[src/common/phase_lock_pkg.sv]
package phase_lock_pkg;
  typedef struct packed
  {
    logic [7:0] address;
    logic read;
    logic write;
    logic [31:0] writedata;
    logic [3:0] byteenable;
  } avmm_req_t;

  typedef struct packed
  {
    logic [31:0] readdata;
    logic waitrequest;
  } avmm_rsp_t;

  typedef enum logic [2:0]
  {
    WAVE_SINE = 3'b000,
    WAVE_SQUARE = 3'b001,
    WAVE_TRI = 3'b010,
    WAVE_RAMP = 3'b011,
    WAVE_ARB = 3'b100
  } wave_kind_t;

  localparam logic [7:0] OFF_CTRL = 8'h00;
  localparam logic [7:0] OFF_PHASE_RAD = 8'h04;
  localparam logic [7:0] OFF_PHASE_DEG = 8'h08;
  localparam logic [7:0] OFF_BURST_PHASE = 8'h0C;
  localparam logic [7:0] OFF_FREQ_INC = 8'h10;
  localparam logic [7:0] OFF_STATUS = 8'h14;

  localparam int CTRL_UNLOCK_EN_BIT = 0;
  localparam int CTRL_REF_BIT = 1;
  localparam int CTRL_KIND_LSB = 2;
  localparam int STAT_LOCKED_BIT = 0;
  localparam int STAT_OPTION_BIT = 1;
  localparam int STAT_LOSS_LSB = 8;

  localparam logic RST_UNLOCK_EN = 1'b0;
  localparam logic signed [19:0] RST_PHASE_RAD = 20'sh00000;
  localparam logic signed [9:0] RST_BURST_PHASE = 10'sh000;
  localparam logic [31:0] RST_FREQ_INC = 32'h00000000;

  localparam logic signed [19:0] TWO_PI_Q16 = 20'sh6487F;
  localparam logic [12:0] RAD_PER_DEG_Q16 = 13'h0478;
  localparam logic [14:0] TURN_PER_RAD = 15'h28BE;
  localparam logic [9:0] ERR_UNLOCKED = 10'h244;
endpackage

[src/design/phase_offset_lock_monitor.sv]
// The register addresses and the Avalon-MM interface to the registers are this design's own decisions.
`timescale 1ns/1ps
// Function
// - Phase offset and lock-loss error posting exist only when the option is fitted; the status loss count is kept either way.
// - Offset accepted from minus to plus two pi; extremes clamp to ends.
// - Offset resets to zero and is held only in volatile flip-flops.
// - Standard shapes rise through zero at phase zero.
// - Arbitrary waveforms start at the first loaded sample at phase zero.
// - Offset and burst start phase are separate and independent.
// - Offset readback always in radians.
// - Reference command zeroes present phase, offset value unchanged.
// - Reference command has no readback.
// - Lock-loss reporting enable, default off, volatile.
// - Enabled and lock lost posts error code 580.
// - Enable reads back 0 when off, 1 when on.
module phase_offset_lock_monitor #(
  parameter bit OPTION_FITTED = 1'b1,
  parameter int ARB_W = 14,
  parameter int SAMPLE_W = 12
) (
  input wire logic clock, // 250 MHz system clock
  input wire logic nrst, // Sync reset, active low
  input wire phase_lock_pkg::avmm_req_t avReq, // Avalon-MM request
  output phase_lock_pkg::avmm_rsp_t avRsp, // Avalon-MM response
  input wire logic lockDetect, // Loop lock pin, high when locked
  output logic [31:0] wavePhase, // Output phase word
  output logic [ARB_W-1:0] arbAddr, // Arbitrary memory address
  output logic signed [SAMPLE_W-1:0] sample, // Square, triangle, ramp sample
  output phase_lock_pkg::wave_kind_t waveKind, // Selected shape
  output logic signed [9:0] burstPhase, // Burst start phase, degrees
  output logic errPost, // Error post strobe
  output logic [9:0] errCode // Posted error code
);
  typedef enum logic [0:0]
  {
    BUS_IDLE = 1'b0,
    BUS_ACK = 1'b1
  } bus_state_t;

  bus_state_t busState;
  bus_state_t next_busState;
  logic unlockErrEnable;
  logic signed [19:0] phaseRad;
  logic [31:0] freqInc;
  logic [31:0] acc;
  logic [31:0] refPoint;
  logic [31:0] readWord;
  logic [7:0] lossCount;
  logic lockSync;
  logic lockPrev;

  function automatic logic [31:0] merge(
    input logic [31:0] old,
    input logic [31:0] data,
    input logic [3:0] be
  );
    logic [31:0] res;
    res = old;
    for (int i = 0; i < 4; i++)
    begin
      if (be[i])
      begin
        res[8*i +: 8] = data[8*i +: 8];
      end
    end
    return res;
  endfunction

  // Bus slave: one wait cycle, answer registered
  wire busReq = avReq.read | avReq.write;
  wire take = (busState == BUS_ACK);
  wire wrTake = take & avReq.write;
  wire selCtrl = (avReq.address == phase_lock_pkg::OFF_CTRL);
  wire selRad = (avReq.address == phase_lock_pkg::OFF_PHASE_RAD);
  wire selDeg = (avReq.address == phase_lock_pkg::OFF_PHASE_DEG);
  wire selBurst = (avReq.address == phase_lock_pkg::OFF_BURST_PHASE);
  wire selFreq = (avReq.address == phase_lock_pkg::OFF_FREQ_INC);
  wire selStat = (avReq.address == phase_lock_pkg::OFF_STATUS);

  assign next_busState = (busState == BUS_IDLE && busReq) ? BUS_ACK : BUS_IDLE;
  assign avRsp.waitrequest = ~take;
  assign avRsp.readdata = readWord;

  always_ff @(posedge clock)
  begin
    if (!nrst)
    begin
      busState <= BUS_IDLE;
    end
    else
    begin
      busState <= next_busState;
    end
  end

  // Readback words
  wire [31:0] radWord = 32'(phaseRad);
  wire [31:0] ctrlWord = {27'h0000000, waveKind, 1'b0, unlockErrEnable};
  wire [31:0] burstWord = 32'(burstPhase);
  wire [31:0] statWord = {16'h0000, lossCount, 6'h00, OPTION_FITTED, lockSync};
  wire [31:0] next_readWord = selCtrl ? ctrlWord
                            : (selRad | selDeg) ? radWord
                            : selBurst ? burstWord
                            : selFreq ? freqInc
                            : selStat ? statWord
                            : 32'h00000000;

  always_ff @(posedge clock)
  begin
    if (!nrst)
    begin
      readWord <= 32'h00000000;
    end
    else if (busState == BUS_IDLE && avReq.read)
    begin
      readWord <= next_readWord;
    end
  end

  // Control register
  wire [31:0] ctrlMerged = merge(ctrlWord, avReq.writedata, avReq.byteenable);
  wire ctrlWr = wrTake & selCtrl;
  wire refTake = ctrlWr & ctrlMerged[phase_lock_pkg::CTRL_REF_BIT] & OPTION_FITTED;
  wire [2:0] kindField = ctrlMerged[phase_lock_pkg::CTRL_KIND_LSB +: 3];
  wire kindOk = (kindField <= 3'(phase_lock_pkg::WAVE_ARB));

  always_ff @(posedge clock)
  begin
    if (!nrst)
    begin
      unlockErrEnable <= phase_lock_pkg::RST_UNLOCK_EN;
      waveKind <= phase_lock_pkg::WAVE_SINE;
    end
    else if (ctrlWr)
    begin
      unlockErrEnable <= ctrlMerged[phase_lock_pkg::CTRL_UNLOCK_EN_BIT] & OPTION_FITTED;
      if (kindOk)
      begin
        waveKind <= phase_lock_pkg::wave_kind_t'(kindField);
      end
    end
  end

  // Phase offset, radians or degrees by address
  wire [31:0] phaseMerged = merge(radWord, avReq.writedata, avReq.byteenable);
  wire phaseWr = wrTake & (selRad | selDeg) & OPTION_FITTED;
  logic signed [19:0] convRad;

  phase_convert u_convert (
    .word(phaseMerged),
    .isDeg(selDeg),
    .rad(convRad)
  );

  always_ff @(posedge clock)
  begin
    if (!nrst)
    begin
      phaseRad <= phase_lock_pkg::RST_PHASE_RAD;
    end
    else if (phaseWr)
    begin
      phaseRad <= convRad;
    end
  end

  // Burst phase lives in its own register
  wire [31:0] burstMerged = merge(burstWord, avReq.writedata, avReq.byteenable);

  always_ff @(posedge clock)
  begin
    if (!nrst)
    begin
      burstPhase <= phase_lock_pkg::RST_BURST_PHASE;
    end
    else if (wrTake & selBurst)
    begin
      burstPhase <= burstMerged[9:0];
    end
  end

  always_ff @(posedge clock)
  begin
    if (!nrst)
    begin
      freqInc <= phase_lock_pkg::RST_FREQ_INC;
    end
    else if (wrTake & selFreq)
    begin
      freqInc <= merge(freqInc, avReq.writedata, avReq.byteenable);
    end
  end

  // Accumulator never restarts; reference and offset only shift the view
  // Both factors at 32 bits so the product is not cut to the offset's width
  wire signed [31:0] radWide = 32'(phaseRad);
  wire signed [31:0] turnScale = $signed(32'(phase_lock_pkg::TURN_PER_RAD));
  wire [31:0] offTurn = radWide * turnScale; // Wraps modulo one turn
  wire [31:0] relPhase = acc - refPoint;

  always_ff @(posedge clock)
  begin
    if (!nrst)
    begin
      acc <= 32'h00000000;
      refPoint <= 32'h00000000;
    end
    else
    begin
      acc <= acc + freqInc;
      if (refTake)
      begin
        refPoint <= acc;
      end
    end
  end

  // Shapes: phase zero is the rising zero crossing
  wire [31:0] next_wavePhase = relPhase + offTurn;
  wire [SAMPLE_W-2:0] rise = next_wavePhase[29 -: SAMPLE_W-1];
  wire [SAMPLE_W-2:0] quarter = next_wavePhase[30] ? ~rise : rise;
  wire signed [SAMPLE_W-1:0] triMag = $signed({1'b0, quarter});
  wire signed [SAMPLE_W-1:0] triVal = next_wavePhase[31] ? -triMag : triMag;
  wire signed [SAMPLE_W-1:0] sqVal = next_wavePhase[31] ? {1'b1, {(SAMPLE_W-1){1'b0}}}
                                                     : {1'b0, {(SAMPLE_W-1){1'b1}}};
  wire signed [SAMPLE_W-1:0] rampVal = next_wavePhase[31 -: SAMPLE_W];
  logic signed [SAMPLE_W-1:0] next_sample;

  always_comb
  begin
    case (waveKind)
      phase_lock_pkg::WAVE_SQUARE: next_sample = sqVal;
      phase_lock_pkg::WAVE_TRI: next_sample = triVal;
      phase_lock_pkg::WAVE_RAMP: next_sample = rampVal;
      default: next_sample = '0;
    endcase
  end

  always_ff @(posedge clock)
  begin
    if (!nrst)
    begin
      wavePhase <= 32'h00000000;
      arbAddr <= '0;
      sample <= '0;
    end
    else
    begin
      wavePhase <= next_wavePhase;
      arbAddr <= next_wavePhase[31 -: ARB_W];
      sample <= next_sample;
    end
  end

  // Lock monitor
  sync2 #(
    .WIDTH(1)
  ) u_lockSync (
    .clock(clock),
    .nrst(nrst),
    .din(lockDetect),
    .dout(lockSync)
  );

  wire lossEdge = lockPrev & ~lockSync;

  always_ff @(posedge clock)
  begin
    if (!nrst)
    begin
      lockPrev <= 1'b0;
      errPost <= 1'b0;
      errCode <= 10'h000;
      lossCount <= 8'h00;
    end
    else
    begin
      lockPrev <= lockSync;
      errPost <= lossEdge & unlockErrEnable;
      if (lossEdge & unlockErrEnable)
      begin
        errCode <= phase_lock_pkg::ERR_UNLOCKED;
      end
      if (lossEdge)
      begin
        lossCount <= lossCount + 8'h01;
      end
    end
  end
endmodule // phase_offset_lock_monitor

[src/design/sync2.sv]
`timescale 1ns/1ps
module sync2 #(
  parameter int WIDTH = 1
) (
  input wire logic clock, // System clock
  input wire logic nrst, // Sync reset, active low
  input wire logic [WIDTH-1:0] din, // Asynchronous level
  output logic [WIDTH-1:0] dout // Synchronised level
);
  logic [WIDTH-1:0] meta;

  always_ff @(posedge clock)
  begin
    if (!nrst)
    begin
      meta <= '0;
      dout <= '0;
    end
    else
    begin
      meta <= din;
      dout <= meta;
    end
  end
endmodule // sync2

[src/design/phase_convert.sv]
`timescale 1ns/1ps
module phase_convert (
  input wire logic [31:0] word, // Written value
  input wire logic isDeg, // Value given in degrees Q8
  output logic signed [19:0] rad // Radians Q16, clamped
);
  localparam logic signed [39:0] LIM = 40'(phase_lock_pkg::TWO_PI_Q16);
  logic signed [31:0] inWord;
  logic signed [44:0] degProd;
  logic signed [39:0] raw;

  assign inWord = signed'(word);
  assign degProd = inWord * $signed({1'b0, phase_lock_pkg::RAD_PER_DEG_Q16});
  // Out-of-range values saturate, so MIN and MAX land on the range ends
  assign raw = isDeg ? 40'(degProd >>> 8) : 40'(inWord);
  assign rad = (raw > LIM) ? phase_lock_pkg::TWO_PI_Q16
             : (raw < -LIM) ? -phase_lock_pkg::TWO_PI_Q16
             : raw[19:0];
endmodule // phase_convert

[config.mk]
export PLATFORM = sky130hd
export DESIGN_NAME = phase_offset_lock_monitor
export DESIGN_NICKNAME = d
export VERILOG_FILES = /design/src/common/phase_lock_pkg.sv /design/src/design/phase_offset_lock_monitor.sv /design/src/design/sync2.sv /design/src/design/phase_convert.sv
export SDC_FILE = /design/constraint.sdc
export NUM_CORES = 1
export LEC_CHECK = 0
export BUFFER_PORTS_ARGS = -buffer_cell sky130_fd_sc_hd__buf_2
export CAP_MARGIN = 10
export CORE_UTILIZATION = 45
export DETAILED_ROUTE_END_ITERATION = 7
export PLACE_DENSITY = 0.64
export SYNTH_ARGS = -nofsm -noshare
export SYNTH_HDL_FRONTEND = slang
export SYNTH_SLANG_ARGS = --single-unit
[constraint.sdc]
create_clock -name clock -period 9.1 [get_ports clock]
set_clock_uncertainty 0.15 [all_clocks]
set_input_delay 0.91 -clock clock [delete_from_list [all_inputs] [get_ports clock]]
set_output_delay 0.91 -clock clock [all_outputs]
set_load 0.005 [all_outputs]
-- After elaboration in Yosys (flattened, before gate mapping)
Cells that the tools add are included.
- bits in read-only memories: 0
- bits in registers: 234
- memory bits (writable): 0
- bits of input ports: 49
- bits in latches: 0
- memories kept: 0
- output and inout bits: 115
- mux-type cells: 18
- bitwise operators: 13
- order comparisons: 3
- reductions and logical operators: 11
- add/sub/neg operators: 5
- divide/modulo/power cells: 0
- eq/ne operators: 8
- shift-type cells: 0
- multipliers: 2
- operator list (kind ; number):
    32-bit two-way mux ; 4
    32-bit adder ; 2
    32-bit by 9-bit multiplier with 41-bit output, second input constant ; 1
    40-bit by 20-bit > comparator with 1-bit output, second input constant ; 1
    40-bit by 20-bit < comparator with 1-bit output, second input constant ; 1
    20-bit two-way mux ; 2
    40-bit two-way mux ; 1
    12-bit case mux with 3 select lines ; 1
    8-bit two-way mux ; 4
    32-bit subtractor ; 1
    20-bit by 14-bit multiplier with 31-bit output, second input constant ; 1
    12-bit two-way mux ; 2
    8-bit by 4-bit equality test with 1-bit output, second input constant ; 2
    8-bit by 5-bit equality test with 1-bit output, second input constant ; 2
    16-bit two-way mux ; 1
    2-bit AND reduction ; 8
    11-bit negation with 12-bit output ; 1
    11-bit two-way mux ; 1
    11-bit NOT ; 1
    8-bit by 1-bit adder with 8-bit output, second input constant ; 1
    1-bit bitwise AND ; 8
    8-bit by 3-bit equality test with 1-bit output, second input constant ; 1
    8-bit zero test ; 1
    3-bit by 2-bit equality test with 1-bit output, second input constant ; 2
    other kinds (7) ; 10

-- Depth between registers and ports, before layout
Gate-level depths: netlist of run 1.
- depth after elaboration: 7
- depth in mapped cells: 41
- depth with buffers taken out: 39

-- By module
Synthesis of run 1 repeated with hierarchy kept, for this count alone.
- cell total of the unflattened synthesis: 2992
- area total of the unflattened synthesis: 24639.9 um2
- modules (own cells, without submodules) (module ; area each (um2) ; times used ; cells an instance ; sequential area each (um2)):
    phase_offset_lock_monitor ; 17693.2 ; 1 ; 2109 ; 4364.2
    phase_convert ; 6894.1 ; 1 ; 879 ; 0.0
    sync2 ; 52.6 ; 1 ; 4 ; 40.0

-- Worst setup path before layout of run 1
No wires, ideal clock.
- path type: register to register
- start point: register phaseRad[8]
- end point: register sample[8]
- cell stages (with the launch flop): 40
- data required time: 8.892 ns
- arrival time: 9.614 ns
- buffers on the path: 2
- period minus slack after synthesis: 9.822 ns
- slack: -0.722 ns
- path through: dfxtp_1 -> inv_1 -> fa_1 -> fa_1 -> inv_1 -> ha_1 -> inv_1 -> fa_1 -> inv_1 -> fa_1 -> inv_1 -> fa_1 -> inv_1 -> ha_1 -> and3_1 -> a221oi_1 -> o21ai_0 -> a41oi_1 -> (+4 left out) -> a21oi_1 -> xor2_1 -> fa_1 -> inv_1 -> ha_1 -> nand3_1 -> o41ai_1 -> a31oi_1 -> xnor2_1 -> clkbuf_1 -> clkbuf_1 -> xnor2_1 -> inv_1 -> ha_1 -> and2_1 -> a31o_2 -> a2111oi_0 -> a211o_1
- cells in the longest elaborated chain, start to end: 7
- elaborated cells on any way between the ends: 8
- RTL lines (what ; RTL line ; RTL):
    start, declared ; phase_offset_lock_monitor.sv:43 ; logic signed [19:0] phaseRad;
    start signal, assigned ; phase_offset_lock_monitor.sv:159 ; phaseRad <= phase_lock_pkg::RST_PHASE_RAD;
    start signal, assigned ; phase_offset_lock_monitor.sv:163 ; phaseRad <= convRad;
    20-bit by 14-bit multiplier with 31-bit output * ; phase_offset_lock_monitor.sv:198 ; wire [31:0] offTurn = radWide * turnScale;
    32-bit adder * ; phase_offset_lock_monitor.sv:219 ; wire [31:0] next_wavePhase = relPhase + offTurn;
    11-bit NOT ; phase_offset_lock_monitor.sv:221 ; wire [SAMPLE_W-2:0] quarter = next_wavePhase[30] ? ~rise : rise;
    11-bit two-way mux ; phase_offset_lock_monitor.sv:221 ;
    11-bit negation with 12-bit output ; phase_offset_lock_monitor.sv:223 ; wire signed [SAMPLE_W-1:0] triVal = next_wavePhase[31] ? -triMag : triMag;
    12-bit two-way mux ; phase_offset_lock_monitor.sv:223 ;
    12-bit case mux with 3 select lines * ; phase_offset_lock_monitor.sv:231 ; case (waveKind)
    end signal, assigned ; phase_offset_lock_monitor.sv:251 ; sample <= next_sample;
    end, declared ; phase_offset_lock_monitor.sv:28 ; output logic signed [SAMPLE_W-1:0] sample,
Every way passes the cells marked *; elsewhere a longest branch is shown, timed or not.
A chain may end at the register's enable or synchronous reset.

-- Final worst setup path of run 1
- start point: register phaseRad[9]
- end point: register sample[8]
Same word-level chain as after synthesis.

==> impl_metrics.env, run 1 <==
export IMPL_utilization_pct=52.74
export IMPL_grt_usage_pct=24.48
export IMPL_post_route_min_period_ns=8.839
export IMPL_num_vias=19657
export IMPL_ioPinCount=164
export IMPL_die_w_um=229.5
export IMPL_core_area_um2=50580
export IMPL_worstHoldPathCells=2
export IMPL_drt_total_wl_mm=64.36
export IMPL_grt_ovfl_total=0
export IMPL_layout_nets=3447
export IMPL_netlist_top_cell_by_area="fa_1"
export IMPL_drive_gt1_share_pct=15.56
export IMPL_grtUsageMet2_pct=41.57
export IMPL_synth_cells=2706
export IMPL_critical_path_top_delay_family="adder cells"
export IMPL_worst_path_stages=38
export IMPL_slowest_delay_ns=0.56
export IMPL_grt_first_pass_wirelength_mm=104.4
export IMPL_fill_cells=4696
export IMPL_cap_violations=0
export IMPL_synth_edf_count=0
export IMPL_dpl_cell_count=3531
export IMPL_drv_slew=0
export IMPL_port_buffer_count=156
export IMPL_cts_sinks=220
export IMPL_synth_area_leaders="fa_1, dfxtp_1, ha_1"
export IMPL_timing_rr_start="phaseRad[9]"
export IMPL_critical_path_slowest_cell="fa_1"
export IMPL_finalWeightedCongestion=0.9130
export IMPL_yosys_warnings=0
export IMPL_route_detailed_drc=0
export IMPL_hp_class="register to register"
export IMPL_r2r_end="sample[8]"
export IMPL_numCtsBuffers=25
export IMPL_synthTopCellsByCount="inv_1, ha_1, fa_1"
export IMPL_drt_pass1_iterations=6
export IMPL_final_hold_violation_count=0
export IMPL_synth_most_common_cell="inv_1"
export IMPL_postRouteAntennaNets=0
export IMPL_top_usage_layer="met2"
export IMPL_leakagePower_nw=13.02
export IMPL_r2r_cells=38
export IMPL_stdcell_count=3584
export IMPL_rows=82
export IMPL_root_buffer="clkbuf_16"
export IMPL_cellPowerDensity_nw_per_um2=128.2
export IMPL_synth_seq_cells=220
export IMPL_antenna_found_initial=2
export IMPL_path_common_cell="fa_1"
export IMPL_first_global_vias=19878
export IMPL_startpoint_type="register"
export IMPL_holdBufCountCts=0
export IMPL_crit_arrival_ns=9.11
export IMPL_crit_type="register to register"
export IMPL_max_freq_mhz=113.1
export IMPL_cp_buffers_inverters=9
export IMPL_path_clk_slew_ns=0.06
export IMPL_setup_viol=0
export IMPL_ys_types=89
export IMPL_synth_top_area_share_pct=20.29
export IMPL_worstSkewPairLatency_ns=0.55
export IMPL_async_flop_share_pct=0
export IMPL_wire_per_inst_um=17.96
export IMPL_clockBufferDepth=3
export IMPL_critPathCaptureType="register"
export IMPL_worst_pin_slew_ns=1.076
export IMPL_worstPathRequired_ns=9.37
export IMPL_hold_start="refPoint[10]"
export IMPL_synth_avg_cell_area_um2=8.604
export IMPL_hpwl_mm=52.10
export IMPL_synth_flop_cell="dfxtp_1"
export IMPL_met3_usage_pct=3.075
export IMPL_hold_path_endpoint="refPoint[10]"
export IMPL_initial_core_util_pct=46.03
export IMPL_vdd_drop_max_mv=0.1282
export IMPL_die_area_um2=52650
export IMPL_die_h_um=229.5
export IMPL_grt_max_degree=95
export IMPL_crit_fanout=6
export IMPL_grt_use_met1_pct=32.41
export IMPL_syn_cell_area_um2=23280
export IMPL_cts_tree="built"
export IMPL_r2r_setup_slack_ns=0.26
export IMPL_syn2layout_area_growth_pct=14.59
export IMPL_timing_final_crit_share_pct=97.13
export IMPL_status="completed"
export IMPL_seq_area_frac_synth_pct=18.92
export IMPL_htree_num_levels=1
export IMPL_vias_per_cell=5.485
export IMPL_first_iter_violations=1100
export IMPL_relSlewSlack_pct=27.49
## worst min-delay path: stages (launching register included)
cell	delay, ns
dfxtp_1	0.31
nand2_1	0.05
a21oi_1	0.05
## state kept, by name (all words and copies together), names as in the netlist, 10 cells and up
name / count
readWord: 32
acc: 32
wavePhase: 32
refPoint: 32
burstPhase: 10
sample: 12
phaseRad: 20
freqInc: 32
## power breakdown
part           switching [mW]  internal (mW)
clock network           0.408          0.672
logic                   0.799          0.549
registers              0.0100          0.981
## cells in the final DEF (no fill, tap or decap), types with 12 or more instances in the layout
master	n
a211oi_1	18
a21o_1	60
a21oi_1	220
a21oi_2	14
a221oi_1	16
a31oi_1	16
and2_1	30
and3_1	30
buf_2	156
buf_4	115
clkbuf_16	25
dfxtp_1	210
fa_1	235
ha_1	251
inv_1	348
inv_2	13
mux2_2	14
mux2i_1	32
nand2_1	235
nand2b_1	20
nand3_1	76
nand4_1	22
nor2_1	193
nor2b_1	19
nor3_1	36
o21a_1	17
o21ai_0	84
o21bai_1	12
or3_1	15
xnor2_1	73
xor2_1	48
## per-layer routing
metal  vias up  wire, um  part of all wire [%]
met3       102      3315                   5.2
met4         2      1789                   2.8
met2       469     30560                    47
li1       9506         -                     -
met1      9578     28690                    45
met5         -         8                 0.012
## through the flow
stage	cell area [um2]	setup TNS (ns)	hold slack [ns]	setup WS (ns)	power, mW
final	26680	0	0.3054	0.2610	3.419
after global placement	25290	0	0.2864	0.09688	2.298
after global routing	26670	-0.1872	0.3280	-0.06286	3.642
after floorplan	23380	0	0.2619	0.004399	1.977
after detailed placement	25290	-0.3917	0.2955	-0.1563	2.316
after CTS	26190	0	0.3052	0.005634	3.408
## final cells by class
type                       instances  area [um2]  area share, %
sequential                       220        4422          16.58
antenna                            1       2.502       0.009380
clock inverter                     7       167.7         0.6285
timing repair buffer             274        1687          6.322
multi-input combinational       2009       17460          65.45
tap                              672       840.8          3.152
clock buffer                      33       695.7          2.608
inverter                         368        1403          5.258
## logic make-up (layout without fill, tap and decap cells)
kind of cell	Yosys count	after routing	share of synthesized area, %
other cells	2	9	0.03226
compound gates	592	592	16.55
flops	220	220	18.92
buf+inv	483	682	8.228
simple gates	728	728	14.64
xor+xnor	133	133	5.003
fa+ha+maj	500	500	34.48
mux	48	48	2.144
## how the worst max path moves through the flow
stage / start / to
3_5_place_dp: phaseRad[8] / sample[8]
6_report: phaseRad[9] / sample[8]
5_1_grt: phaseRad[9] / sample[10]
4_1_cts: phaseRad[8] / sample[10]
2_1_floorplan: phaseRad[13] / sample[8]
3_3_place_gp: phaseRad[8] / sample[10]
## repair_timing
item | in CTS | in global routing
gates cloned | 0 | 0
gates resized for setup | 7 | 84
buffers inserted | 1 | 11
pin swaps | 2 | 53
setup endpoints to repair | 10 | 12
Note: power is estimated with default switching activity, not from simulation.
==> run 2, diff against run 1 <==
- CELL_PAD_IN_SITES_DETAIL_PLACEMENT: default -> 0
- CELL_PAD_IN_SITES_GLOBAL_PLACEMENT: default -> 1
- CORE_UTILIZATION: 45 -> 43
- PLACE_DENSITY: 0.64 -> 0.77
==> run 2 against run 1 <==
  * Worst setup slack gained 0.0064 ns
  * Global-route usage shrank 1.2 points
  * Total power shrank 0.26%
  * Die area grew 4.6%
  * Largest power group unchanged
  * Sequential power is essentially flat
  * Sequential cell count is the same
  * Highest routed layer is now met4
==> impl_metrics.env, run 2 (synthesized netlist as in run 1, its figures left out) <==
export IMPL_timing_rr_start="phaseRad[8]"
export IMPL_cts_sinks=220
export IMPL_multiInputGateArea_um2=17380
export IMPL_core_area_um2=53080
export IMPL_worst_pin_slew_ns=1.217
export IMPL_final_hold_violation_count=0
export IMPL_post_route_min_period_ns=8.833
export IMPL_r2r_end="sample[10]"
export IMPL_relSlewSlack_pct=17.99
export IMPL_root_buffer="clkbuf_16"
export IMPL_register_area_um2=4415
export IMPL_layout_nets=3459
export IMPL_fill_cells=4990
export IMPL_antenna_cells=0
export IMPL_antenna_found_initial=2
export IMPL_cap_violations=0
export IMPL_path_clk_slew_ns=0.06
export IMPL_clockBufferDepth=3
export IMPL_slowest_delay_ns=0.56
export IMPL_critPathCaptureType="register"
export IMPL_die_h_um=234.7
export IMPL_path_common_cell="fa_1"
export IMPL_pre_cts_slack_ns=-0.01419
export IMPL_port_buffer_count=156
export IMPL_critPathLaunch="phaseRad[8]"
export IMPL_crit_type="register to register"
export IMPL_cts_tree="built"
export IMPL_worstSkewPairLatency_ns=0.56
export IMPL_grt_max_degree=103
export IMPL_hpwl_mm=52.27
export IMPL_fin_setup_tns_ns=0
export IMPL_die_area_um2=55080
export IMPL_worst_path_stages=37
export IMPL_wire_per_inst_um=17.83
export IMPL_htree_num_levels=1
export IMPL_holdBufCountCts=0
export IMPL_crit_end="sample[10]"
export IMPL_initial_core_util_pct=43.86
export IMPL_syn2layout_area_growth_pct=14.66
export IMPL_grt_first_pass_wirelength_mm=104.4
export IMPL_startpoint_type="register"
export IMPL_grt_ovfl_total=0
export IMPL_route_detailed_drc=0
export IMPL_drv_slew=0
export IMPL_num_vias=19610
export IMPL_die_w_um=234.7
export IMPL_ioPinCount=164
export IMPL_drive_gt1_share_pct=15.61
export IMPL_setup_ws_ns=0.2674
export IMPL_crit_arrival_ns=9.13
export IMPL_cp_buffers_inverters=8
export IMPL_status="completed"
export IMPL_crit_fanout=3
export IMPL_vias_per_cell=5.423
export IMPL_max_freq_mhz=113.2
export IMPL_cellPowerDensity_nw_per_um2=127.7
export IMPL_vdd_drop_max_mv=0.1189
export IMPL_first_global_vias=19659
export IMPL_drt_total_wl_mm=64.46
export IMPL_rows=84
export IMPL_setup_viol=0
export IMPL_final_cell_mix="inv_1, ha_1, nand2_1, fa_1, a21oi_1"
export IMPL_r2r_cells=37
export IMPL_timing_final_crit_share_pct=97.06
export IMPL_critical_path_slowest_cell="fa_1"
export IMPL_drt_pass1_iterations=5
export IMPL_worstPathRequired_ns=9.40
export IMPL_r2r_setup_slack_ns=0.27
export IMPL_leakagePower_nw=13.08
export IMPL_finalWeightedCongestion=0.9094
export IMPL_hp_class="register to register"
export IMPL_first_iter_violations=1049
export IMPL_final_common_cell="inv_1"
export IMPL_critical_path_top_delay_family="adder cells"
export IMPL_postRouteAntennaNets=0
export IMPL_numCtsBuffers=26
export IMPL_grt_usage_pct=23.30
run 2: metrics by stage:
| stage | power [mW] | util, % | hold WS [ns] | cells | instance area [um2] |
|---|---|---|---|---|---|
| after floorplan | 1.977 | - | 0.2619 | 2712 | 23380 |
| after global placement | 2.294 | 47.94 | 0.2925 | 3565 | 25440 |
| after detailed placement | 2.316 | 47.94 | 0.2993 | 3565 | 25440 |
| after CTS | 3.408 | 49.60 | 0.3067 | 3611 | 26330 |
| after global routing | 3.621 | 50.29 | 0.3301 | 3616 | 26690 |
| final | 3.410 | 50.29 | 0.3041 | 3616 | 26690 |
run 2: power breakdown:
part	internal, mW	total (mW)	switching, mW
Combinational	0.553	1.34	0.790
Sequential	0.981	0.991	0.0102
Clock	0.639	1.08	0.436
Total	2.17	3.41	1.24
run 2: how the worst min path moves through the flow:
| stage | startpoint | cells after the start | slack, ns | to |
|---|---|---|---|---|
| 2_1_floorplan | u_lockSync.meta | 1 | 0.26 | u_lockSync.dout |
| 3_3_place_gp | refPoint[8] | 2 | 0.29 | refPoint[8] |
| 3_5_place_dp | refPoint[9] | 2 | 0.30 | refPoint[9] |
| 4_1_cts | refPoint[9] | 2 | 0.31 | refPoint[9] |
| 5_1_grt | u_lockSync.meta | 1 | 0.33 | u_lockSync.dout |
| 6_report | refPoint[10] | 2 | 0.30 | refPoint[10] |
run 2: worst min-delay path: stages, from the launching register on:
cell and delay, ns:
dfxtp_1 0.30, nand2_1 0.05, a21oi_1 0.05
run 2: repair_timing:
action                                  4_1_cts  5_1_grt
pin swaps                                     0       35
gates resized for setup                       2       68
endpoints found under the setup margin        2       12
buffers inserted                              0        4
run 2: routing by layer:
| layer | vias to the layer above | routed length [um] | global-route usage [%] |
|---|---|---|---|
| met3 | 60 | 3088 | 2.467 |
| li1 | 9531 | - | - |
| met1 | 9556 | 29820 | 31.75 |
| met5 | - | 0 | 0 |
| met2 | 463 | 30550 | 40.05 |
| met4 | 0 | 1000 | 4.446 |
run 2: cell type report:
type                    instances  area share [%]
clock buffers                  32           2.672
clock inverters                14          0.6046
inverters                     368           5.236
multi-input cells            2009           65.12
flip-flops and latches        220           16.54
well taps                     688           3.225
repair buffers                285           6.604
==> run 3, diff against run 2 <==
- REMOVE_ABC_BUFFERS: default -> 1
==> run 3 against run 2 <==
  * Die area stayed put
  * Final cell count is 0.66% higher
  * Critical path depth is 3 lower
  * Combinational power hardly changed
  * Non-clock buffer count is 21 higher
  * Via count is 0.29% lower
  * Fmax is 0.28% higher
  * First-iteration DRC count is 5.2% higher
  * Total power is 3.1% higher
  * Register-to-register slack better by 0.02 ns
  * Critical path type unchanged
  * Largest cell class unchanged
==> impl_metrics.env, run 3 (synthesized netlist as in run 1, its figures left out) <==
export IMPL_final_hold_violation_count=0
export IMPL_first_global_vias=19595
export IMPL_startpoint_type="register"
export IMPL_leakagePower_nw=13.23
export IMPL_status="completed"
export IMPL_layout_nets=3481
export IMPL_critPathCaptureType="register"
export IMPL_drive_gt1_share_pct=16.43
export IMPL_finalWeightedCongestion=0.9057
export IMPL_fill_cells=5093
export IMPL_utilization_pct=50.79
export IMPL_dpl_cell_area_um2=25540
export IMPL_slowest_delay_ns=0.55
export IMPL_numCtsBuffers=27
export IMPL_postRouteAntennaNets=0
export IMPL_first_iter_violations=1104
export IMPL_crit_arrival_ns=9.11
export IMPL_die_w_um=234.7
export IMPL_port_buffer_count=156
export IMPL_initial_core_util_pct=43.86
export IMPL_drt_pass1_iterations=6
export IMPL_timing_final_crit_share_pct=96.79
export IMPL_root_buffer="clkbuf_16"
export IMPL_rows=84
export IMPL_worst_pin_slew_ns=1.100
export IMPL_ioPinCount=164
export IMPL_wire_per_inst_um=17.38
export IMPL_critical_path_slowest_cell="or4_4"
export IMPL_final_common_cell="inv_1"
export IMPL_htree_num_levels=1
export IMPL_die_h_um=234.7
export IMPL_grt_max_degree=100
export IMPL_num_vias=19553
export IMPL_drt_total_wl_mm=63.25
export IMPL_core_area_um2=53080
export IMPL_cts_tree="built"
export IMPL_worstSkewPairLatency_ns=0.57
export IMPL_final_cell_area_um2=26960
export IMPL_relSlewSlack_pct=25.88
export IMPL_cellPowerDensity_nw_per_um2=130.4
export IMPL_cap_violations=0
export IMPL_max_freq_mhz=113.5
export IMPL_worstPathRequired_ns=9.40
export IMPL_post_route_min_period_ns=8.808
export IMPL_antenna_found_initial=1
export IMPL_drv_slew=0
export IMPL_route_detailed_drc=0
export IMPL_setup_viol=0
export IMPL_grt_first_pass_wirelength_mm=102.6
export IMPL_die_area_um2=55080
export IMPL_cts_sinks=220
export IMPL_syn2layout_area_growth_pct=15.80
export IMPL_fin_setup_tns_ns=0
export IMPL_final_cell_mix="inv_1, ha_1, nand2_1, fa_1, a21oi_1"
export IMPL_crit_fanout=5
export IMPL_grt_ovfl_total=0
export IMPL_path_clk_slew_ns=0.06
export IMPL_hpwl_mm=51.09
export IMPL_vdd_drop_max_mv=0.1138
export IMPL_rsz0062_at_grt="true"
export IMPL_antenna_cells=0
export IMPL_vias_per_cell=5.372
export IMPL_crit_type="register to register"
export IMPL_clockBufferDepth=3
export IMPL_hp_class="register to register"
export IMPL_grt_usage_pct=22.80
==> run 3: changes by cell type in the layout (fill, tap and decap cells not counted), moves of 3 or more <==
cell,change
buf_4,+18
clkinv_2,-4
inv_6,+4
dfxtp_2,+3
inv_1,+3
nand3_2,+3
==> run 3: final timing paths <==
path,start,end,slack (ns),cells past startpoint
worst max-delay path,phaseRad[8],sample[10],0.29,34
worst min-delay path,u_lockSync.meta,u_lockSync.dout,0.28,1
worst max register to register,phaseRad[8],sample[10],0.29,34
worst min register to register,u_lockSync.meta,u_lockSync.dout,0.28,1
==> run 3: area by class of cell <==
cell class	count	area [um2]	share of cell area, %
timing repair buffer	306	1941	7.198
clock buffer	33	748.2	2.775
clock inverter	16	203.9	0.7565
multi-input combinational	2009	17400	64.55
sequential	220	4412	16.36
tap	688	860.8	3.193
inverter	368	1391	5.161
==> run 3: stage by stage <==
step	total power, mW	std cells	worst slack [ns]	hold slack (ns)
after floorplan	1.944	2597	-1.060	0.2618
after global routing	3.738	3640	-0.01885	0.3093
final	3.515	3640	0.2917	0.2817
after detailed placement	2.321	3586	-0.2960	0.2736
after global placement	2.304	3586	-0.06384	0.2690
after CTS	3.503	3635	0.01114	0.2857
==> run 3: per-layer routing <==
metal / share of wire [%] / up-vias / routed length [um] / GRT usage, %
li1: - / 9576 / - / -
met1: 47 / 9483 / 29490 / 31.43
met2: 47 / 430 / 29560 / 38.27
met3: 4.5 / 64 / 2837 / 2.303
met4: 2.1 / 0 / 1355 / 5.642
met5: 0 / - / 0 / 0
==> run 3: critical path, delay by kind of cell, from the launching register on <==
family | cells | cell delay [ns]
AO/OA/AOI/OAI | 8 | 2.02
XOR/XNOR | 2 | 0.43
AND/OR/NAND/NOR | 5 | 0.98
buffers and inverters | 8 | 0.48
multiplexers | 2 | 0.48
adder cells (fa/ha/maj) | 9 | 3.80
flip-flops | 1 | 0.33
==> run 3: timing repair <==
item                       4_1_cts  5_1_grt
setup endpoints to repair        8       12
buffers inserted                 0        4
resized for setup               11       88
hold buffers                     0        0
pin swaps                        3       43
==> run 3: power by group <==
group | internal, mW | total, mW | switching, mW
Clock | 0.700 | 1.16 | 0.460
Sequential | 0.982 | 0.991 | 0.00959
Combinational | 0.571 | 1.36 | 0.794
Total | 2.25 | 3.52 | 1.26
